===== src/design/cawd_regs.svh =====
`ifndef CAWD_REGS_SVH
`define CAWD_REGS_SVH

`define CAWD_ADDR_CONTROL   8'hd8
`define CAWD_ADDR_MODE      8'hd9
`define CAWD_ADDR_CH4_MODE  8'hde
`define CAWD_ADDR_CNT_LOW   8'hf9
`define CAWD_ADDR_CNT_HIGH  8'hfa
`define CAWD_ADDR_CH4_LOW   8'hed
`define CAWD_ADDR_CH4_HIGH  8'hfe
`define CAWD_ADDR_PWM_LOW   8'hfb
`define CAWD_ADDR_PWM_HIGH  8'hfc
`define CAWD_ADDR_PWM_MODE  8'hda

`define CAWD_CTL_OVF_BIT    7
`define CAWD_CTL_RUN_BIT    6
`define CAWD_CTL_CH4_BIT    4
`define CAWD_MODE_IDLE_BIT  7
`define CAWD_MODE_EN_BIT    6
`define CAWD_MODE_LOCK_BIT  5
`define CAWD_MODE_SEL_LSB   1
`define CAWD_MODE_OVIE_BIT  0
`define CAWD_CHM_PWM16_BIT  7
`define CAWD_CHM_COMP_BIT   6
`define CAWD_CHM_MAT_BIT    3
`define CAWD_CHM_PWM_BIT    1
`define CAWD_CHM_IE_BIT     0

`define CAWD_CONTROL_RESET  8'h00
`define CAWD_MODE_RESET     8'h40
`define CAWD_BYTE_RESET     8'h00

`define CAWD_DIV12_COUNT    4'd11
`define CAWD_DIV4_COUNT     4'd3
`define CAWD_DIV8_COUNT     4'd7

`endif


===== src/design/cawd_pkg.sv =====
package cawd_pkg;
    typedef logic [7:0] cawd_byte_t;
    typedef enum logic [2:0] {
        CAWD_TB_DIV12 = 3'b000,
        CAWD_TB_DIV4  = 3'b001,
        CAWD_TB_T0OVF = 3'b010,
        CAWD_TB_EXT   = 3'b011,
        CAWD_TB_SYS   = 3'b100,
        CAWD_TB_OSC8  = 3'b101
    } cawd_timebase_e;
endpackage


===== src/design/cawd_watchdog.sv =====
`timescale 1ns/1ps
`include "cawd_regs.svh"

module cawd_watchdog (
    // Clock and reset.
    input  wire logic                    clock,
    input  wire logic                    reset_n,
    // Special function register port.
    input  wire logic                    sfr_wr,
    input  wire logic                    sfr_rd,
    input  wire logic [7:0]              sfr_addr,
    input  wire cawd_pkg::cawd_byte_t    sfr_wdata,
    output cawd_pkg::cawd_byte_t         sfr_rdata,
    // System status and timebase sources.
    input  wire logic                    cpu_idle,
    input  wire logic                    timer0_ovf,
    input  wire logic                    ext_count_pin,
    input  wire logic                    ext_osc_pin,
    // Outputs.
    output logic                         pwm_out,
    output logic                         irq,
    output logic                         wdt_reset_req
);
    import cawd_pkg::*;

    logic [7:0]  control_r;
    logic [7:0]  mode_r;
    logic [7:0]  ch4_mode_r;
    logic [7:0]  pwm_mode_r;
    logic [15:0] count_r;
    logic [7:0]  wdt_offset_low_r;
    logic [7:0]  wdt_update_high_r;
    logic [15:0] pwm_cmp_r;
    logic        wdt_on;
    logic        tick;
    logic        step;
    logic        low_ovf;
    logic        full_ovf;
    logic        pwm_match;
    logic        ch4_match;
    logic        wdt_fire;
    logic        pwm_en;

    function automatic logic wr_at(input logic [7:0] a);
        return sfr_wr && sfr_addr == a;
    endfunction

    ////////////////////////////////////////////////////////////////////////
    // Counter clock enable.
    cawd_tick_gen u_tick (
        .clock         (clock),
        .reset_n       (reset_n),
        .sel           (mode_r[`CAWD_MODE_SEL_LSB +: 3]),
        .timer0_ovf    (timer0_ov_sync()),
        .ext_count_pin (ext_count_pin),
        .ext_osc_pin   (ext_osc_pin),
        .tick          (tick)
    );

    function automatic logic timer0_ov_sync();
        return timer0_ovf;
    endfunction

    assign wdt_on   = mode_r[`CAWD_MODE_EN_BIT] || mode_r[`CAWD_MODE_LOCK_BIT];
    assign step     = tick && (control_r[`CAWD_CTL_RUN_BIT] || wdt_on)
                      && !(cpu_idle && mode_r[`CAWD_MODE_IDLE_BIT]);
    assign low_ovf  = step && count_r[7:0] == 8'hff;
    assign full_ovf = step && count_r == 16'hffff;
    assign pwm_en   = pwm_mode_r[`CAWD_CHM_COMP_BIT];
    assign pwm_match = step && (count_r + 16'h0001) == pwm_cmp_r;
    assign ch4_match = !wdt_on && ch4_mode_r[`CAWD_CHM_COMP_BIT] && ch4_mode_r[`CAWD_CHM_MAT_BIT]
                       && step && (count_r + 16'h0001) == {wdt_update_high_r, wdt_offset_low_r};
    assign wdt_fire = wdt_on && ((low_ovf && wdt_update_high_r == count_r[15:8])
                      || (wr_at(`CAWD_ADDR_CONTROL) && sfr_wdata[`CAWD_CTL_CH4_BIT]));

    ////////////////////////////////////////////////////////////////////////
    // Mode register: enable set on reset, lock sticks until reset.
    always_ff @(posedge clock or negedge reset_n) begin
        if (!reset_n) begin
            mode_r <= `CAWD_MODE_RESET;
        end else if (wr_at(`CAWD_ADDR_MODE)) begin
            mode_r[`CAWD_MODE_OVIE_BIT] <= sfr_wdata[`CAWD_MODE_OVIE_BIT];
            if (!wdt_on) begin
                mode_r[`CAWD_MODE_IDLE_BIT] <= sfr_wdata[`CAWD_MODE_IDLE_BIT];
                mode_r[`CAWD_MODE_SEL_LSB +: 3] <= sfr_wdata[`CAWD_MODE_SEL_LSB +: 3];
            end
            if (!mode_r[`CAWD_MODE_LOCK_BIT]) begin
                mode_r[`CAWD_MODE_EN_BIT] <= sfr_wdata[`CAWD_MODE_EN_BIT];
            end
            mode_r[`CAWD_MODE_LOCK_BIT] <= mode_r[`CAWD_MODE_LOCK_BIT]
                                           | sfr_wdata[`CAWD_MODE_LOCK_BIT];
        end
    end

    ////////////////////////////////////////////////////////////////////////
    // Control register: hardware sets win over software clears.
    always_ff @(posedge clock or negedge reset_n) begin
        if (!reset_n) begin
            control_r <= `CAWD_CONTROL_RESET;
        end else begin
            if (wr_at(`CAWD_ADDR_CONTROL)) begin
                control_r[`CAWD_CTL_RUN_BIT] <= sfr_wdata[`CAWD_CTL_RUN_BIT];
                control_r[`CAWD_CTL_OVF_BIT] <= sfr_wdata[`CAWD_CTL_OVF_BIT];
                control_r[4:0] <= sfr_wdata[4:0];
            end
            if (full_ovf) begin
                control_r[`CAWD_CTL_OVF_BIT] <= 1'b1;
            end
            if (pwm_match && pwm_mode_r[`CAWD_CHM_MAT_BIT]) begin
                control_r[0] <= 1'b1;
            end
            if (ch4_match) begin
                control_r[`CAWD_CTL_CH4_BIT] <= 1'b1;
            end
            control_r[5] <= 1'b0;
        end
    end

    ////////////////////////////////////////////////////////////////////////
    // Counter: writes blocked while the watchdog runs.
    always_ff @(posedge clock or negedge reset_n) begin
        if (!reset_n) begin
            count_r <= {`CAWD_BYTE_RESET, `CAWD_BYTE_RESET};
        end else if (wr_at(`CAWD_ADDR_CNT_LOW) && !wdt_on) begin
            count_r[7:0] <= sfr_wdata;
        end else if (wr_at(`CAWD_ADDR_CNT_HIGH) && !wdt_on) begin
            count_r[15:8] <= sfr_wdata;
        end else if (step) begin
            count_r <= count_r + 16'h0001;
        end
    end

    ////////////////////////////////////////////////////////////////////////
    // Channel 4: offset low byte, update high byte.
    always_ff @(posedge clock or negedge reset_n) begin
        if (!reset_n) begin
            wdt_offset_low_r  <= `CAWD_BYTE_RESET;
            wdt_update_high_r <= `CAWD_BYTE_RESET;
            ch4_mode_r        <= `CAWD_BYTE_RESET;
        end else begin
            if (wr_at(`CAWD_ADDR_CH4_LOW)) begin
                wdt_offset_low_r <= sfr_wdata;
            end
            if (wr_at(`CAWD_ADDR_CH4_HIGH)) begin
                if (wdt_on) begin
                    wdt_update_high_r <= count_r[15:8] + wdt_offset_low_r;
                end else begin
                    wdt_update_high_r <= sfr_wdata;
                end
            end
            if (wr_at(`CAWD_ADDR_CH4_MODE) && !wdt_on) begin
                ch4_mode_r <= sfr_wdata;
            end
        end
    end

    ////////////////////////////////////////////////////////////////////////
    // Channel 0 compare value and 16-bit PWM.
    always_ff @(posedge clock or negedge reset_n) begin
        if (!reset_n) begin
            pwm_cmp_r  <= 16'h0000;
            pwm_mode_r <= `CAWD_BYTE_RESET;
        end else begin
            if (wr_at(`CAWD_ADDR_PWM_LOW)) begin
                pwm_cmp_r[7:0] <= sfr_wdata;
                pwm_mode_r[`CAWD_CHM_COMP_BIT] <= 1'b0;
            end else if (wr_at(`CAWD_ADDR_PWM_HIGH)) begin
                pwm_cmp_r[15:8] <= sfr_wdata;
                pwm_mode_r[`CAWD_CHM_COMP_BIT] <= 1'b1;
            end else if (wr_at(`CAWD_ADDR_PWM_MODE)) begin
                pwm_mode_r <= sfr_wdata;
            end
        end
    end

    // Output rises at the compare match and falls at the 16-bit overflow, except with a zero compare value.
    always_ff @(posedge clock or negedge reset_n) begin
        if (!reset_n) begin
            pwm_out <= 1'b0;
        end else if (!pwm_en || !pwm_mode_r[`CAWD_CHM_PWM_BIT]) begin
            pwm_out <= 1'b0;
        end else if (pwm_mode_r[`CAWD_CHM_PWM16_BIT] && step) begin
            if (full_ovf) begin
                pwm_out <= (pwm_cmp_r == 16'h0000);
            end else if (pwm_match) begin
                pwm_out <= 1'b1;
            end
        end
    end

    ////////////////////////////////////////////////////////////////////////
    // Reset pulse and interrupt.
    always_ff @(posedge clock or negedge reset_n) begin
        if (!reset_n) begin
            wdt_reset_req <= 1'b0;
        end else begin
            wdt_reset_req <= wdt_fire;
        end
    end

    always_ff @(posedge clock or negedge reset_n) begin
        if (!reset_n) begin
            irq <= 1'b0;
        end else begin
            irq <= (control_r[`CAWD_CTL_OVF_BIT] && mode_r[`CAWD_MODE_OVIE_BIT])
                   || (control_r[0] && pwm_mode_r[`CAWD_CHM_IE_BIT])
                   || (control_r[`CAWD_CTL_CH4_BIT] && ch4_mode_r[`CAWD_CHM_IE_BIT]);
        end
    end

    ////////////////////////////////////////////////////////////////////////
    // Registered read data, valid the cycle after sfr_rd.
    always_ff @(posedge clock or negedge reset_n) begin
        if (!reset_n) begin
            sfr_rdata <= 8'h00;
        end else if (sfr_rd) begin
            unique case (sfr_addr)
                `CAWD_ADDR_CONTROL:  sfr_rdata <= control_r;
                `CAWD_ADDR_MODE:     sfr_rdata <= {mode_r[7:5], 1'b0, mode_r[3:0]};
                `CAWD_ADDR_CH4_MODE: sfr_rdata <= ch4_mode_r;
                `CAWD_ADDR_CNT_LOW:  sfr_rdata <= count_r[7:0];
                `CAWD_ADDR_CNT_HIGH: sfr_rdata <= count_r[15:8];
                `CAWD_ADDR_CH4_LOW:  sfr_rdata <= wdt_offset_low_r;
                `CAWD_ADDR_CH4_HIGH: sfr_rdata <= wdt_update_high_r;
                `CAWD_ADDR_PWM_LOW:  sfr_rdata <= pwm_cmp_r[7:0];
                `CAWD_ADDR_PWM_HIGH: sfr_rdata <= pwm_cmp_r[15:8];
                `CAWD_ADDR_PWM_MODE: sfr_rdata <= pwm_mode_r;
                default:             sfr_rdata <= 8'h00;
            endcase
        end
    end
endmodule // cawd_watchdog


===== src/design/cawd_tick_gen.sv =====
`timescale 1ns/1ps
`include "cawd_regs.svh"

module cawd_tick_gen (
    // Clock and reset.
    input  wire logic                    clock,
    input  wire logic                    reset_n,
    // Selection and sources.
    input  wire logic [2:0]              sel,
    input  wire logic                    timer0_ovf,
    input  wire logic                    ext_count_pin,
    input  wire logic                    ext_osc_pin,
    // Counter clock enable.
    output logic                         tick
);
    import cawd_pkg::*;

    logic [3:0] div_r;
    logic [2:0] ext_sync_r;
    logic [2:0] osc_sync_r;
    logic [2:0] osc_div_r;
    logic       osc_tick;
    logic       ext_fall;

    ////////////////////////////////////////////////////////////////////////
    // Divider restarts at the divide-by-12 count when that rate is selected, otherwise at the divide-by-4 count.
    always_ff @(posedge clock or negedge reset_n) begin
        if (!reset_n) begin
            div_r <= 4'd0;
        end else if ((sel == CAWD_TB_DIV12 && div_r == `CAWD_DIV12_COUNT) ||
                     (sel != CAWD_TB_DIV12 && div_r >= `CAWD_DIV4_COUNT)) begin
            div_r <= 4'd0;
        end else begin
            div_r <= div_r + 4'd1;
        end
    end

    // Pins pass three flops; only the second and later stages are read.
    always_ff @(posedge clock or negedge reset_n) begin
        if (!reset_n) begin
            ext_sync_r <= 3'b111;
            osc_sync_r <= 3'b000;
        end else begin
            ext_sync_r <= {ext_sync_r[1:0], ext_count_pin};
            osc_sync_r <= {osc_sync_r[1:0], ext_osc_pin};
        end
    end

    assign ext_fall = ext_sync_r[2] && !ext_sync_r[1];
    assign osc_tick = osc_sync_r[1] && !osc_sync_r[2] && osc_div_r == 3'(`CAWD_DIV8_COUNT);

    always_ff @(posedge clock or negedge reset_n) begin
        if (!reset_n) begin
            osc_div_r <= 3'd0;
        end else if (osc_sync_r[1] && !osc_sync_r[2]) begin
            osc_div_r <= osc_div_r + 3'd1;
        end
    end

    ////////////////////////////////////////////////////////////////////////
    always_comb begin
        unique case (sel)
            CAWD_TB_DIV12: tick = (div_r == `CAWD_DIV12_COUNT);
            CAWD_TB_DIV4:  tick = (div_r == `CAWD_DIV4_COUNT);
            CAWD_TB_T0OVF: tick = timer0_ovf;
            CAWD_TB_EXT:   tick = ext_fall;
            CAWD_TB_SYS:   tick = 1'b1;
            CAWD_TB_OSC8:  tick = osc_tick;
            default:       tick = 1'b0;
        endcase
    end
endmodule // cawd_tick_gen


===== config.mk =====
export PLATFORM = sky130hd
export DESIGN_NAME = cawd_watchdog
export DESIGN_NICKNAME = d
export VERILOG_FILES = /design/src/design/cawd_pkg.sv /design/src/design/cawd_watchdog.sv /design/src/design/cawd_tick_gen.sv
export VERILOG_INCLUDE_DIRS = /design/src /design/src/design
export SDC_FILE = /design/constraint.sdc
export NUM_CORES = 1
export LEC_CHECK = 0
export ABC_AREA = 1
export ABC_CLOCK_PERIOD_IN_PS = 1800
export BUFFER_PORTS_ARGS = -buffer_cell sky130_fd_sc_hd__buf_4
export CORE_ASPECT_RATIO = 0.5
export CORE_MARGIN = 2
export CORE_UTILIZATION = 56
export CTS_CLUSTER_DIAMETER = 100
export DETAILED_ROUTE_END_ITERATION = 10
export PLACE_DENSITY = 0.85
export SETUP_SLACK_MARGIN = 0.4
export SYNTH_ARGS = -nofsm -noshare
export SYNTH_HDL_FRONTEND = slang
export SYNTH_HIERARCHICAL = 1
export SYNTH_SLANG_ARGS = --single-unit
export TNS_END_PERCENT = 50

===== constraint.sdc =====
create_clock -name clock -period 1.8 [get_ports clock]
set_input_delay 0.27 -clock clock [delete_from_list [all_inputs] [get_ports clock]]
set_output_delay 0.27 -clock clock [all_outputs]
set_load 0.1 [all_outputs]

# Word-level counts from Yosys, hierarchy flattened
# Cells that the tools add are included.
word_totals:
  out_inout_bits: 11
  in_bits: 24
  word_cells: 148
  register_bits: 102
op_classes:
  n_reduce_logical: 67
  n_eq_ne: 24
  add_sub_neg: 4
  n_lt_le_gt_ge: 1
  muxes: 20
  bitwise: 6
ops:
  columns: ["op", "count"]
  rows:
  - ["$eq A8 B8 Y1 const B", 11]
  - ["$pmux W8 S10", 1]
  - ["$logic_and A1 B1 Y1", 36]
  - ["$eq A16 B16 Y1", 2]
  - ["$mux W8", 4]
  - ["$add A16 B1 Y16 const B", 1]
  - ["$eq A16 B16 Y1 const B", 1]
  - ["$logic_not A16 Y1", 1]
  - ["$mux W16", 1]
  - ["$reduce_and A2 Y1", 6]
  - ["$reduce_bool A2 Y1", 6]
  - ["$eq A3 B3 Y1 const B", 3]
  - ["$mux W1", 9]
  - ["$reduce_bool A3 Y1", 3]
  - ["$add A8 B8 Y8", 1]
  - ["$eq A8 B8 Y1", 1]
  - ["$logic_or A1 B1 Y1", 7]
  - ["$mux W7", 1]
  - ["$eq A3 B2 Y1 const B", 2]
  - ["$logic_not A1 Y1", 6]
  - ["$pmux W1 S6", 1]
  - ["$mux W5", 1]
  - ["$not A1 Y1", 5]
  - ["$add A4 B1 Y4 const B", 1]
  - ["11 further kinds", 11]

# Logic depth before layout (Yosys ltp)
# Gate-level depths: netlist of the first run.
logic_depth:
  depth_word: 11
  ltp_mapped: 18
  mapped_depth_nobuf: 18

# By module
# Netlist of the first run, hierarchy kept.
by_module_without_submodules:
  columns: ["module", "area_each_um2", "seq_area_each_um2", "cells_per_inst", "instances"]
  rows:
  - ["cawd_watchdog", 5577.8, 2228.4, 763, 1]
  - ["cawd_tick_gen", 578.1, 329.1, 60, 1]

# Worst setup path before layout of the first run
# OpenSTA, ideal clock, no wires.
synth_timing:
  path_type: "register to register"
  from: "register u_tick.osc_div_r[0]"
  to: "register count_r[5]"
  n_path_buf: 0
  synth_period_minus_slack_ps: 2002
  required_time_ps: 1662
  path_slack_ps: -202
  stages_incl_launch_ff: 14
  t_arrival_ps: 1865
  setup_time_ps: 138
  path_cell_list: "dfrtp_1 -> ha_1 -> ha_1 -> nand3_1 -> nor2_1 -> nor2_1 -> nand3_1 -> a21boi_0 -> o21ai_1 -> inv_1 -> nand2_1 -> nor2_1 -> nand3_1 -> o221ai_1"
synth_between:
  elab_chain_len: 7
synth_rtl:
  columns: ["item", "line_no", "rtl"]
  rows:
  - ["start: declaration", "cawd_tick_gen.sv:21", "logic [2:0] osc_div_r;"]
  - ["start signal: assignment", "cawd_tick_gen.sv:56", "osc_div_r <= osc_div_r + 3'd1;"]
  - ["$eq A3 B3 Y1", "cawd_tick_gen.sv:50", "assign osc_tick = osc_sync_r[1] && !osc_sync_r[2] && osc_div_r == 3'(`CAWD_DIV8_COUNT);"]
  - ["$logic_and A1 B1 Y1", "cawd_tick_gen.sv:50", null]
  - ["$pmux W1 S6", "cawd_tick_gen.sv:62", "unique case (sel)"]
  - ["named net tick", "cawd_watchdog.sv:35", "logic tick;"]
  - ["$logic_and A1 B1 Y1 (2 in series)", "cawd_watchdog.sv:65", "assign step = tick && (control_r[`CAWD_CTL_RUN_BIT] || wdt_on)"]
  - ["$reduce_bool A2 Y1 (no source line)", null, null]
  - ["$reduce_and A2 Y1 (no source line)", null, null]
  - ["end signal: assignment", "cawd_watchdog.sv:123", "count_r <= {`CAWD_BYTE_RESET, `CAWD_BYTE_RESET};"]
  - ["end signal: assignment", "cawd_watchdog.sv:125", "count_r[7:0] <= sfr_wdata;"]
  - ["end signal: assignment", "cawd_watchdog.sv:129", "count_r <= count_r + 16'h0001;"]
  - ["end: declaration", "cawd_watchdog.sv:30", "logic [15:0] count_r;"]
# The timed path passes the listed nets, and every way through them passes these cells.
# A chain may end at the register's enable or synchronous reset.

# Worst setup path in the final report of the first run
layout_timing:
  from: "register u_tick.osc_div_r[0]"
  to: "register pwm_out"
layout_between:
  elab_chain_len: 9
  word_cells_on_any_way: 14
  cone_classes: "eq/ne: 1; mux: 4; reduce/logical: 9"
layout_rtl:
  columns: ["item", "line_no", "rtl"]
  rows:
  - ["$eq A3 B3 Y1 (*)", "cawd_tick_gen.sv:50", null]
  - ["$logic_and A1 B1 Y1 (*)", "cawd_tick_gen.sv:50", null]
  - ["$pmux W1 S6 (*)", "cawd_tick_gen.sv:62", null]
  - ["named net tick", "cawd_watchdog.sv:35", null]
  - ["$logic_and A1 B1 Y1 (*) (2 in series)", "cawd_watchdog.sv:65", null]
  - ["$logic_and A1 B1 Y1", "cawd_watchdog.sv:68", "assign full_ovf = step && count_r == 16'hffff;"]
  - ["$mux W1", "cawd_watchdog.sv:183", "if (full_ovf) begin"]
  - ["$mux W1", "cawd_watchdog.sv:182", "end else if (pwm_mode_r[`CAWD_CHM_PWM16_BIT] && step) begin"]
  - ["$mux W1", "cawd_watchdog.sv:180", "end else if (!pwm_en || !pwm_mode_r[`CAWD_CHM_PWM_BIT]) begin"]
  - ["end signal: assignment", "cawd_watchdog.sv:184", "pwm_out <= (pwm_cmp_r == 16'h0000);"]
  - ["end: declaration", "cawd_watchdog.sv:20", "output logic pwm_out,"]
# Mark *: on every way through the listed nets, which the timed path passes. The rest lies on a longest branch. The select of a mux whose other input is x is not followed.

==> results of run 1 <==
==> cell type report <==
type                            instances  area share
Clock buffer                            9      0.0260
Clock inverter                          6     0.00897
Inverter                              111      0.0493
Multi-Input combinational cell        599       0.423
Sequential cell                       102       0.297
Tap cell                              140      0.0203
Timing Repair Buffer                  175       0.176
==> placed cells by master, fill, tap and decap left out, types with 10 or more instances in the layout <==
cell type and count:
sky130_fd_sc_hd__nor2_1 46, sky130_fd_sc_hd__dfrtp_1 92, sky130_fd_sc_hd__o21ai_0 44, sky130_fd_sc_hd__o211ai_1 11, sky130_fd_sc_hd__nand4_1 16, sky130_fd_sc_hd__nand3_1 48
sky130_fd_sc_hd__xor2_1 22, sky130_fd_sc_hd__o22ai_1 14, sky130_fd_sc_hd__nand2_2 25, sky130_fd_sc_hd__inv_1 91, sky130_fd_sc_hd__clkbuf_16 10, sky130_fd_sc_hd__inv_2 16
sky130_fd_sc_hd__nand2_1 204, sky130_fd_sc_hd__buf_4 133, sky130_fd_sc_hd__nor2_2 14, sky130_fd_sc_hd__o21ai_1 32, sky130_fd_sc_hd__a21oi_1 18, sky130_fd_sc_hd__buf_6 34
==> worst max-delay path by stage <==
stage	start	end	slack [ps]	depth (start not counted)
after floorplan	u_tick/osc_div_r[0]	pwm_out	-50	18
after global placement	u_tick/osc_div_r[0]	pwm_out	-370	18
after detailed placement	u_tick/osc_div_r[0]	pwm_out	-430	18
after CTS	u_tick/osc_div_r[1]	pwm_out	-420	18
after global routing	u_tick/osc_div_r[0]	pwm_out	-560	18
final	u_tick/osc_div_r[0]	pwm_out	-430	18
==> kinds of logic (layout without fill, tap and decap cells) <==
group,after synthesis,in the layout,synth area share
flip-flops,102,102,0.415
buffers and inverters,122,301,0.0774
AND/OR/NAND/NOR,397,397,0.288
adder cells (fa/ha/maj),12,12,0.0256
XOR/XNOR,23,23,0.0327
AO/OA/AOI/OAI,167,167,0.160
==> worst reg2reg max path, cell delays in order, from the launching register on <==
cell and delay [ps]:
sky130_fd_sc_hd__dfrtp_1 360, sky130_fd_sc_hd__ha_2 190, sky130_fd_sc_hd__ha_4 140, sky130_fd_sc_hd__nand3_2 90
sky130_fd_sc_hd__nor2_1 100, sky130_fd_sc_hd__nor2_1 60, sky130_fd_sc_hd__nand3_1 70, sky130_fd_sc_hd__a21boi_4 190
sky130_fd_sc_hd__o21ai_4 130, sky130_fd_sc_hd__nor2_2 120, sky130_fd_sc_hd__nand3_1 70, sky130_fd_sc_hd__nor2_1 100
sky130_fd_sc_hd__nand2_1 70, sky130_fd_sc_hd__nor2_2 100, sky130_fd_sc_hd__nand2_2 110, sky130_fd_sc_hd__nand2_2 80
sky130_fd_sc_hd__nand2_1 50, sky130_fd_sc_hd__nand2_1 60, sky130_fd_sc_hd__nand2_1 50
==> state kept, by name, indices dropped and copies added (netlist names) <==
register           cells
count_r               16
pwm_cmp_r             16
ch4_mode_r             8
pwm_mode_r             8
sfr_rdata              8
wdt_offset_low_r       8
wdt_update_high_r      8
control_r              7
mode_r                 7
u_tick/div_r           4
u_tick/ext_sync_r      3
u_tick/osc_div_r       3
u_tick/osc_sync_r      3
irq                    1
pwm_out                1
wdt_reset_req          1
==> what timing repair did <==
action	CTS	global route
gates cloned	0	1
setup endpoints to repair	55	64
pin swaps	32	45
hold buffers	1	0
hold endpoints to repair	25	0
setup buffers	15	6
resized for setup	75	94
==> power by group through the flow <==
| stage | logic [mW] | registers [mW] | clock network [mW] |
|---|---|---|---|
| 3_5_place_dp | 0.839 | 2.57 | 0 |
| 2_1_floorplan | 0.403 | 2.59 | 0 |
| 4_1_cts | 0.908 | 2.53 | 2.06 |
| 3_3_place_gp | 0.805 | 2.57 | 0 |
| 5_1_grt | 1.05 | 2.55 | 2.16 |
| 6_report | 0.994 | 2.54 | 2.08 |
==> through the flow <==
stage	hold slack (ps)	setup slack [ps]	cells	total power, mW	area, µm²
after global routing	9.38	-561	1142	5.76	8650
after CTS	19.4	-417	1135	5.50	8270
after global placement	234	-374	1104	3.37	7560
after detailed placement	238	-431	1104	3.41	7560
after floorplan	-25.6	-49.4	823	2.99	6290
final	15.4	-433	1142	5.61	8650
==> routing by layer <==
metal / part of all wire / routed length (µm)
met1: 0.38 / 9950
met2: 0.41 / 10700
met3: 0.16 / 4220
met4: 0.040 / 1050
met5: 0.00042 / 11
==> impl_summary.txt, run 1 <==
----------------------------------------------------
[Status]
  Outcome ... finished with violations
  Violated checks ... setup timing

[Worst hold path]
  Hold Crit Class ... primary input to flip-flop
  Hold Crit Depth ... 1
  End point of the worst hold path ... u_tick/osc_sync_r[0]
  Startpoint of the lowest-slack hold path ... ext_osc_pin

[Yosys]
  Post-Syn Nets ... 859
  Number of synthesized flops with an enable pin ... 0
  Yosys top cell by area ... sky130_fd_sc_hd__dfrtp_1
  Synth area leaders ... sky130_fd_sc_hd__dfrtp_1, sky130_fd_sc_hd__nand2_1, sky130_fd_sc_hd__o21ai_0
  Total of flip-flops plus latches after synthesis ... between 100 and 150
  Share of flip-flops with an asynchronous set or reset ... 1.00
  Most instantiated flip-flop cell in the synthesis netlist ... sky130_fd_sc_hd__dfrtp_1
  Distinct cells, synth ... 48
  Synth Warn # ... 6
  Top cells by instance count after synthesis ... sky130_fd_sc_hd__nand2_1, sky130_fd_sc_hd__inv_1, sky130_fd_sc_hd__dfrtp_1, sky130_fd_sc_hd__o21ai_0, sky130_fd_sc_hd__nor2_1
  Post-Syn Instances ... 823
  Area share of the largest cell type after synthesis ... 0.398
  Leading cell type by number of instances after synthesis ... sky130_fd_sc_hd__nand2_1
  Post-Syn Area ... just over 6000 µm²
  Synth Area per Inst ... 7.48 µm²
  Sequential area share after synthesis ... 0.415

[GRT]
  Maximum number of pins on one net before global-route repair ... 40
  Remaining Overflow, GRT ... 0
  Met2 Usage GRT ... 0.661
  Most Used Layer, Global Route ... met2
  Initial antenna violation count ... 1
  Vias in the first global route ... 6,951
  Global-route met3 utilization ... 0.158
  Global-route met1 utilization ... 0.597
  First-pass GRT wire length ... between 30,000 and 40,000 µm
  Overall global routing resource usage ... 0.440

[Clock tree]
  Maximum level of the CTS H-tree ... 3
  Root Driver ... sky130_fd_sc_hd__clkbuf_16
  Clock tree from TritonCTS ... yes
  Clock net sink count ... 102
  Clock buffer count from CTS ... 9
  Clk pin slew, worst setup/hold paths ... ~80 ps
  Deepest clock path buffer count ... 2
  Insertion delay to the later sink of the worst-skew pair ... 360 ps

[Power]
  Internal portion of total power ... 3.90 mW
  Part of the power in combinational logic ... 0.177
  Lkg Pwr ... 4.18 nW
  Portion of total power attributed to sequential cells ... 0.452
  Total power per unit cell area ... between 600 and 700 nW/µm²
  Switching power total ... 1.70 mW
  Switching part of the total ... 0.304
  Max IR drop VDD ... 0.602 mV
  Clock Power Share ... 0.370

[Critical path]
  Required time worst endpoint ... 2060 ps
  Worst-case register-to-register setup slack ... -430 ps
  Crit-path most repeated cell ... sky130_fd_sc_hd__nand2_1
  Crit path max-delay family ... simple AND/OR/NAND/NOR gates
  Maximum fanout along the worst path ... 5
  Worst setup SP type ... flip-flop
  Reg2reg path depth ... 18
  Critical-path top delay cell ... sky130_fd_sc_hd__dfrtp_1
  RR Endpoint ... pwm_out
  Critical path start-end classification ... flip-flop to flip-flop
  Data arrival time of the worst path ... 2490 ps
  Cell chain of the critical path ... ha_2 -> ha_4 -> nand3_2 -> nor2_1 -> nor2_1 -> nand3_1 -> a21boi_4 -> o21ai_4 -> nor2_2 -> nand3_1 -> nor2_1 -> nand2_1 -> nor2_2 -> nand2_2 -> nand2_2 -> nand2_1 -> nand2_1 -> nand2_1
  Kind of end point of the critical path ... flip-flop
  Critical path buffer and inverter count ... 0
  Crit-path max cell delay ... 360 ps
  Startpoint of the worst-slack reg-to-reg timing path ... u_tick/osc_div_r[0]

[Place]
  Half-perimeter wire length of the detailed placement result ... 19,000 µm
  Last weighted congestion value of the routability-driven placer ... 1.10
  Number of buffers added on ports ... 34

[Floorplan]
  Placement Rows ... 26
  Vert. Die Dim ... around 80 µm
  Area enclosed by the die boundary ... 11,900 µm²
  Area inside the core boundary ... 10,400 µm²
  Die width ... 152 µm
  # IOs ... 35
  Initial cell density of the core ... 0.590

[Final layout]
  Layout fillers ... 655
  Total area of multi-input combinational cells ... 3660 µm²
  Number of antenna cells inserted ... 0
  Share of cells above drive strength 1 ... 0.337
  Fin nets ... between 1,000 and 1,500
  Sequential cell area ... 2560 µm²
  Area grow syn2layout ... 40.5%
  Final core utilization ... 0.828

[STA]
  Worst rel slew slack ... 0.649
  Fin worst setup slack ... -433 ps
  Final Max Slew Viols ... 0
  Final hold violation count ... 0
  Final setup fails ... 26
  Setup tns final ... -8420 ps
  Slew at the pin with the worst max-slew slack ... 526 ps
  Clock skew ... 10.5 ps
  Post-layout min period ... 2230 ps
  Tcrit/Tclk final ... 1.24
  Fmax ... 448 MHz
  RSZ-0062 raised after global routing ... yes

[Routing]
  Routed length per instance ... 22.7 µm
  DRC ... 0
  Via total after detailed routing ... 7,178
  DRC violation total after the first TritonRoute iteration ... 1,023
  Total Wirelength ... 25,900 µm
  Length of the first detailed-routing pass in iterations ... 9
  Vias per Instance ... 6.29
  Remaining antenna violation count ... 0

[Job]
  Number of maximum-capacitance violations ... 0

----------------------------------------------------
No activity file was read; power rests on OpenSTA's default activity.
==> inputs of run 2 (changes only) <==
TNS_END_PERCENT = 10   (was 50)
==> impl_summary.txt, run 2 (synthesized netlist as in run 1, its figures left out) <==
----------------------------------------------------
[Worst hold path]
  Hold Crit Class ... primary input to flip-flop (unchanged)
  Hold Crit Depth ... 1 (unchanged)
  End point of the worst hold path ... u_tick/ext_sync_r[0] (was u_tick/osc_sync_r[0])
  Startpoint of the lowest-slack hold path ... ext_count_pin (was ext_osc_pin)

[Power]
  Overall power of the completed layout ... 5.66 mW (was 5.61 mW)
  Max IR drop VDD ... 0.472 mV (was 0.602 mV)
  Lkg Pwr ... 4.07 nW (was 4.18 nW)
  Total power per unit cell area ... 684 nW/µm² (was 648 nW/µm²)

[Status]
  Violated checks ... setup timing (unchanged)
  Outcome ... finished with violations (unchanged)

[Final layout]
  Total area of multi-input combinational cells ... 3390 µm² (was 3660 µm²)
  Sequential cell area ... 2560 µm² (about the same)
  Fin nets ... 1,028 (was 1,034)
  Area grow syn2layout ... 34.3% (was 40.5%)
  Share of cells above drive strength 1 ... 0.275 (was 0.337)
  Number of antenna cells inserted ... 0 (unchanged)
  Most common cell after layout, fill and taps aside ... sky130_fd_sc_hd__nand2_1 (unchanged)
  Largest registers ... count_r x16, pwm_cmp_r x16 (unchanged)
  Layout fillers ... 725 (was 655)
  Most used cells in the layout excluding fill and tap cells ... sky130_fd_sc_hd__nand2_1, sky130_fd_sc_hd__buf_4, sky130_fd_sc_hd__inv_1 (was sky130_fd_sc_hd__nand2_1, sky130_fd_sc_hd__buf_4, sky130_fd_sc_hd__dfrtp_1)

[Clock tree]
  Clk pin slew, worst setup/hold paths ... 90 ps (was 80 ps)
  Deepest clock path buffer count ... 2 (unchanged)
  Maximum level of the CTS H-tree ... 3 (unchanged)
  Clock tree from TritonCTS ... yes (unchanged)
  Clock buffer count from CTS ... 9 (unchanged)
  Root Driver ... sky130_fd_sc_hd__clkbuf_16 (unchanged)
  Clock net sink count ... 102 (unchanged)
  Insertion delay to the later sink of the worst-skew pair ... 350 ps (was 360 ps)

[STA]
  Slew at the pin with the worst max-slew slack ... 565 ps (was 526 ps)
  Post-layout min period ... 2330 ps (was 2230 ps)
  Final setup fails ... 25 (was 26)
  Clock skew ... 11.0 ps (was 10.5 ps)
  Fin worst setup slack ... -533 ps (was -433 ps)
  Worst rel slew slack ... 0.623 (was 0.649)
  Fmax ... 429 MHz (was 448 MHz)
  Final hold violation count ... 0 (unchanged)
  Final Max Slew Viols ... 0 (unchanged)
  Tcrit/Tclk final ... 1.30 (was 1.24)
  RSZ-0062 raised after global routing ... yes (unchanged)
  Worst hold slack ... 16.7 ps (was 15.4 ps)

[GRT]
  Overall global routing resource usage ... 0.415 (was 0.440)
  Maximum number of pins on one net before global-route repair ... 37 (was 40)
  Global-route met3 utilization ... 0.149 (was 0.158)
  Initial antenna violation count ... 0 (was 1)
  Vias in the first global route ... 6,469 (was 6,951)
  Most Used Layer, Global Route ... met2 (unchanged)
  Met2 Usage GRT ... 0.595 (was 0.661)
  First-pass GRT wire length ... 37,100 µm (was 39,200 µm)
  Remaining Overflow, GRT ... 0 (unchanged)
  Global-route met1 utilization ... 0.589 (was 0.597)

[Critical path]
  Startpoint of the worst-slack reg-to-reg timing path ... u_tick/osc_div_r[1] (was u_tick/osc_div_r[0])
  Maximum fanout along the worst path ... 3 (was 5)
  Worst-case register-to-register setup slack ... -530 ps (was -430 ps)
  Critical-path top delay cell ... sky130_fd_sc_hd__dfrtp_1 (unchanged)
  Data arrival time of the worst path ... 2590 ps (was 2490 ps)
  Critical path start-end classification ... flip-flop to flip-flop (unchanged)
  Worst setup SP type ... flip-flop (unchanged)
  Kind of end point of the critical path ... flip-flop (unchanged)
  Crit-path most repeated cell ... sky130_fd_sc_hd__nand2_1 (unchanged)
  RR Endpoint ... pwm_out (unchanged)
  Required time worst endpoint ... 2060 ps (about the same)
  Cell chain of the critical path ... ha_4 -> ha_4 -> nand3_4 -> nor2_4 -> nor2_1 -> nand3_1 -> a21boi_4 -> o21ai_4 -> nor2_4 -> nand3_2 -> nor2_1 -> nand2_1 -> nor2_1 -> nand2_1 -> nand2_1 -> nand2_1 -> nand2_1 -> nand2_1 (was ha_2 -> ha_4 -> nand3_2 -> nor2_1 -> nor2_1 -> nand3_1 -> a21boi_4 -> o21ai_4 -> nor2_2 -> nand3_1 -> nor2_1 -> nand2_1 -> nor2_2 -> nand2_2 -> nand2_2 -> nand2_1 -> nand2_1 -> nand2_1)
  Crit-path max cell delay ... 400 ps (was 360 ps)
  Reg2reg path depth ... 18 (unchanged)

[Routing]
  Remaining antenna violation count ... 0 (unchanged)
  Routed length per instance ... 21.4 µm (was 22.7 µm)
  Via total after detailed routing ... 6,950 (was 7,178)
  Total Wirelength ... 24,300 µm (was 25,900 µm)
  Vias per Instance ... 6.11 (was 6.29)
  Length of the first detailed-routing pass in iterations ... 8 (was 9)
  DRC ... 0 (unchanged)
  DRC violation total after the first TritonRoute iteration ... 1,213 (was 1,023)

[Floorplan]
  # IOs ... 35 (unchanged)
  Vert. Die Dim ... 78.1 µm (unchanged)
  Area inside the core boundary ... 10,400 µm² (unchanged)
  Placement Rows ... 26 (unchanged)
  Die width ... 152 µm (unchanged)
  Initial cell density of the core ... 0.590 (unchanged)
  Area enclosed by the die boundary ... 11,900 µm² (unchanged)

[Place]
  Half-perimeter wire length of the detailed placement result ... 18,400 µm (was 19,000 µm)
  Number of buffers added on ports ... 34 (unchanged)
  Last weighted congestion value of the routability-driven placer ... 1.05 (was 1.10)

[Job]
  Number of maximum-capacitance violations ... 0 (unchanged)

----------------------------------------------------
[run 2: critical path, delay by kind of cell (launching register included)]
family          cells  cell delay, ps
fa+ha+maj           2             290
flops               1             400
compound gates      2             340
simple gates       14            1200
[run 2: timing repair]
action / CTS / global route
gates cloned: 0 / 0
hold buffers: 1 / 0
pin swaps: 17 / 25
hold endpoints to repair: 19 / 0
setup buffers: 2 / 2
setup endpoints to repair: 48 / 62
gates resized for setup: 34 / 53
[run 2: layer usage]
| layer | routed length (µm) | vias to the layer above |
|---|---|---|
| met1 | 9970 | 3252 |
| met3 | 3850 | 77 |
| met5 | 0 | - |
| met4 | 806 | 0 |
| met2 | 9720 | 536 |
| li1 | - | 3085 |
[run 2: stage by stage]
step / setup WS (ps) / setup TNS [ps] / utilization / instance area, µm² / std cells
2_1_floorplan: -51.6 / -68.4 / - / 6190 / 823
3_3_place_gp: -428 / -5180 / 0.725 / 7570 / 1116
3_5_place_dp: -457 / -6810 / 0.725 / 7570 / 1116
4_1_cts: -442 / -6550 / 0.769 / 8030 / 1135
5_1_grt: -637 / -10400 / 0.792 / 8270 / 1137
6_report: -533 / -7920 / 0.792 / 8270 / 1137
[run 2: how the worst max path moves through the flow]
stage	startpoint	end	depth (start not counted)
after CTS	u_tick/osc_div_r[1]	pwm_out	18
after floorplan	u_tick/osc_div_r[0]	pwm_out	18
after global placement	u_tick/osc_div_r[1]	pwm_out	18
final	u_tick/osc_div_r[1]	pwm_out	18
after detailed placement	u_tick/osc_div_r[0]	pwm_out	18
after global routing	u_tick/osc_div_r[1]	pwm_out	18
[run 2: report_power, final]
part	switching (mW)	total (mW)	internal, mW
Clock	1.03	2.17	1.14
Sequential	0.122	2.54	2.42
Combinational	0.573	0.943	0.369
Total	1.73	5.66	3.93
[run 2: area by class of cell]
type	instances	area share
Tap cell	140	0.0212
Inverter	111	0.0507
Clock buffer	9	0.0272
Timing Repair Buffer	169	0.169
Sequential cell	102	0.310
Multi-Input combinational cell	599	0.410
Clock inverter	7	0.0121
==> inputs of run 3 (changes only) <==
GPL_TIMING_DRIVEN = 0   (was not set)
==> impl_summary.txt, run 3 (synthesized netlist as in run 1, its figures left out) <==
----------------------------------------------------
[Status]
  Outcome ... finished with violations (unchanged)
  Violated checks ... setup timing (unchanged)

[STA]
  Clock skew ... 14.1 ps (was 11.0 ps)
  Fmax ... 442 MHz (was 429 MHz)
  Post-layout min period ... 2260 ps (was 2330 ps)
  Worst rel slew slack ... 0.549 (was 0.623)
  Final setup fails ... 22 (was 25)
  RSZ-0062 raised after global routing ... yes (unchanged)
  Fin worst setup slack ... -461 ps (was -533 ps)
  Final hold violation count ... 0 (unchanged)
  Tcrit/Tclk final ... 1.26 (was 1.30)
  Slew at the pin with the worst max-slew slack ... 670 ps (was 565 ps)
  Final Max Slew Viols ... 0 (unchanged)

[Critical path]
  Crit-path max cell delay ... 380 ps (was 400 ps)
  Kind of end point of the critical path ... flip-flop (unchanged)
  Critical path buffer and inverter count ... 0 (unchanged)
  Worst setup SP type ... flip-flop (unchanged)
  Crit path max-delay family ... simple AND/OR/NAND/NOR gates (unchanged)
  Maximum fanout along the worst path ... 5 (was 3)
  Critical-path top delay cell ... sky130_fd_sc_hd__dfrtp_1 (unchanged)
  Required time worst endpoint ... 2070 ps (was 2060 ps)
  Cell chain of the critical path ... ha_2 -> ha_4 -> nand3_2 -> nor2_1 -> nor2_1 -> nand3_1 -> a21boi_4 -> o21ai_4 -> nor2_1 -> nand3_1 -> nor2_1 -> nand2_1 -> nor2_2 -> nand2_2 -> nand2_2 -> nand2_1 -> nand2_1 -> nand2_1 (was ha_4 -> ha_4 -> nand3_4 -> nor2_4 -> nor2_1 -> nand3_1 -> a21boi_4 -> o21ai_4 -> nor2_4 -> nand3_2 -> nor2_1 -> nand2_1 -> nor2_1 -> nand2_1 -> nand2_1 -> nand2_1 -> nand2_1 -> nand2_1)
  Data arrival time of the worst path ... 2530 ps (was 2590 ps)
  Critical path start-end classification ... flip-flop to flip-flop (unchanged)

[Floorplan]
  Area inside the core boundary ... 10,400 µm² (unchanged)
  Area enclosed by the die boundary ... 11,900 µm² (unchanged)
  Initial cell density of the core ... 0.590 (unchanged)
  Die width ... 152 µm (unchanged)
  # IOs ... 35 (unchanged)
  Placement Rows ... 26 (unchanged)
  Vert. Die Dim ... 78.1 µm (unchanged)

[Clock tree]
  Clock net sink count ... 102 (unchanged)
  Root Driver ... sky130_fd_sc_hd__clkbuf_16 (unchanged)
  Clock buffer count from CTS ... 9 (unchanged)
  Insertion delay to the later sink of the worst-skew pair ... 370 ps (was 350 ps)
  Clk pin slew, worst setup/hold paths ... 90 ps (about the same)
  Maximum level of the CTS H-tree ... 3 (unchanged)
  Deepest clock path buffer count ... 2 (unchanged)
  Clock tree from TritonCTS ... yes (unchanged)

[Routing]
  Remaining antenna violation count ... 0 (unchanged)
  Via total after detailed routing ... 6,400 (was 6,950)
  DRC violation total after the first TritonRoute iteration ... 905 (was 1,213)
  Total Wirelength ... 22,800 µm (was 24,300 µm)
  Routed length per instance ... 22.0 µm (was 21.4 µm)
  Length of the first detailed-routing pass in iterations ... 6 (was 8)
  Vias per Instance ... 6.20 (was 6.11)
  DRC ... 0 (unchanged)

[GRT]
  First-pass GRT wire length ... 34,600 µm (was 37,100 µm)
  Remaining Overflow, GRT ... 0 (unchanged)
  Vias in the first global route ... 6,074 (was 6,469)
  Overall global routing resource usage ... 0.392 (was 0.415)
  Maximum number of pins on one net before global-route repair ... 103 (was 37)
  Initial antenna violation count ... 0 (unchanged)

[Place]
  Last weighted congestion value of the routability-driven placer ... 0.987 (was 1.05)
  Placed cell count ... 996 (was 1,116)
  Post-placement worst setup slack ... -634 ps (was -457 ps)
  Half-perimeter wire length of the detailed placement result ... 16,700 µm (was 18,400 µm)
  Number of buffers added on ports ... 33 (was 34)
  Placed cell areas ... 6610 µm² (was 7570 µm²)

[Power]
  Lkg Pwr ... 3.47 nW (was 4.07 nW)
  Max IR drop VDD ... 0.434 mV (was 0.472 mV)
  Total power per unit cell area ... 713 nW/µm² (was 684 nW/µm²)
  Overall power of the completed layout ... 5.32 mW (was 5.66 mW)

[Job]
  Number of maximum-capacitance violations ... 0 (unchanged)

[Final layout]
  Fin nets ... 921 (was 1,028)
  Largest registers ... count_r x16, pwm_cmp_r x16 (unchanged)
  Total area of multi-input combinational cells ... 3500 µm² (was 3390 µm²)
  Share of cells above drive strength 1 ... 0.225 (was 0.275)
  Final Instance Count excl. Fillers ... 1,032 (was 1,137)
  Final core utilization ... 0.715 (was 0.792)
  Post-route design area ... 7470 µm² (was 8270 µm²)
  Most used cells in the layout excluding fill and tap cells ... sky130_fd_sc_hd__nand2_1, sky130_fd_sc_hd__dfrtp_1, sky130_fd_sc_hd__inv_1 (was sky130_fd_sc_hd__nand2_1, sky130_fd_sc_hd__buf_4, sky130_fd_sc_hd__inv_1)
  Area grow syn2layout ... 21.3% (was 34.3%)
  Layout fillers ... 848 (was 725)
  Most common cell after layout, fill and taps aside ... sky130_fd_sc_hd__nand2_1 (unchanged)
  Sequential cell area ... 2570 µm² (was 2560 µm²)

[Worst hold path]
  Hold Crit Class ... primary input to flip-flop (unchanged)

----------------------------------------------------
-- run 3: changes by cell type in the layout (fill, tap and decap cells not counted), moves of 6 or more --
cell                      change
sky130_fd_sc_hd__dfrtp_2      +6
sky130_fd_sc_hd__buf_4      -103
sky130_fd_sc_hd__inv_1       -10
sky130_fd_sc_hd__buf_6        -7
sky130_fd_sc_hd__inv_2       +10
sky130_fd_sc_hd__o21ai_2      +6
sky130_fd_sc_hd__dfrtp_1      -6
-- run 3: what timing repair did --
action | in CTS | in global routing
setup endpoints to repair | 79 | 82
buffers inserted | 9 | 6
resized for setup | 51 | 80
gates cloned | 0 | 1
endpoints found under the hold margin | 0 | 2
pin swaps | 13 | 16
hold buffers | 0 | 1
-- run 3: path summary, 6_finish.rpt --
kind,start,cells after the start,to,slack [ps]
max in group asynchronous,reset_n,3,u_tick/ext_sync_r[0],830
hold reg to reg,u_tick/osc_sync_r[0],0,u_tick/osc_sync_r[1],350
hold / removal,ext_osc_pin,1,u_tick/osc_sync_r[0],20
setup / recovery,u_tick/osc_div_r[0],18,pwm_out,-460
min in group asynchronous,reset_n,2,count_r[13],250
setup reg to reg,u_tick/osc_div_r[0],18,pwm_out,-460
-- run 3: power breakdown --
group	internal (mW)	total, mW	switching, mW
Combinational	0.293	0.831	0.537
Clock	0.965	1.94	0.971
Sequential	2.42	2.56	0.132
Total	3.68	5.32	1.64
-- run 3: metrics by stage --
stage	setup TNS [ps]	hold slack, ps
global route	-9210	12.7
finish	-7080	18.4
detailed placement	-11800	340
floorplan	-68.4	-25.6
global placement	-10760	332
CTS	-5310	12.0
-- run 3: layout make-up --
| class | instances | area share |
|---|---|---|
| flip-flops and latches | 102 | 0.344 |
| multi-input cells | 599 | 0.468 |
| plain buffers | 11 | 0.0114 |
| clock inverters | 6 | 0.00721 |
| repair buffers | 51 | 0.0578 |
| diodes | 2 | 0.000670 |
| clock buffers | 10 | 0.0307 |
| inverters | 111 | 0.0565 |
| well taps | 140 | 0.0235 |
-- run 3: worst reg2reg max path, cell delays in order (launching register included) --
cell,delay (ps)
sky130_fd_sc_hd__dfrtp_1,380
sky130_fd_sc_hd__ha_2,200
sky130_fd_sc_hd__ha_4,120
sky130_fd_sc_hd__nand3_2,60
sky130_fd_sc_hd__nor2_1,90
sky130_fd_sc_hd__nor2_1,50
sky130_fd_sc_hd__nand3_1,80
sky130_fd_sc_hd__a21boi_4,210
sky130_fd_sc_hd__o21ai_4,130
sky130_fd_sc_hd__nor2_1,130
sky130_fd_sc_hd__nand3_1,100
sky130_fd_sc_hd__nor2_1,100
sky130_fd_sc_hd__nand2_1,70
sky130_fd_sc_hd__nor2_2,90
sky130_fd_sc_hd__nand2_2,120
sky130_fd_sc_hd__nand2_2,100
sky130_fd_sc_hd__nand2_1,60
sky130_fd_sc_hd__nand2_1,50
sky130_fd_sc_hd__nand2_1,40
-- run 3: layer usage --
metal	part of all wire	up-vias	GRT usage
met4	0.027	0	0.115
li1	-	2871	-
met1	0.41	3074	0.538
met2	0.41	405	0.561
met3	0.16	50	0.173
met5	0	-	0
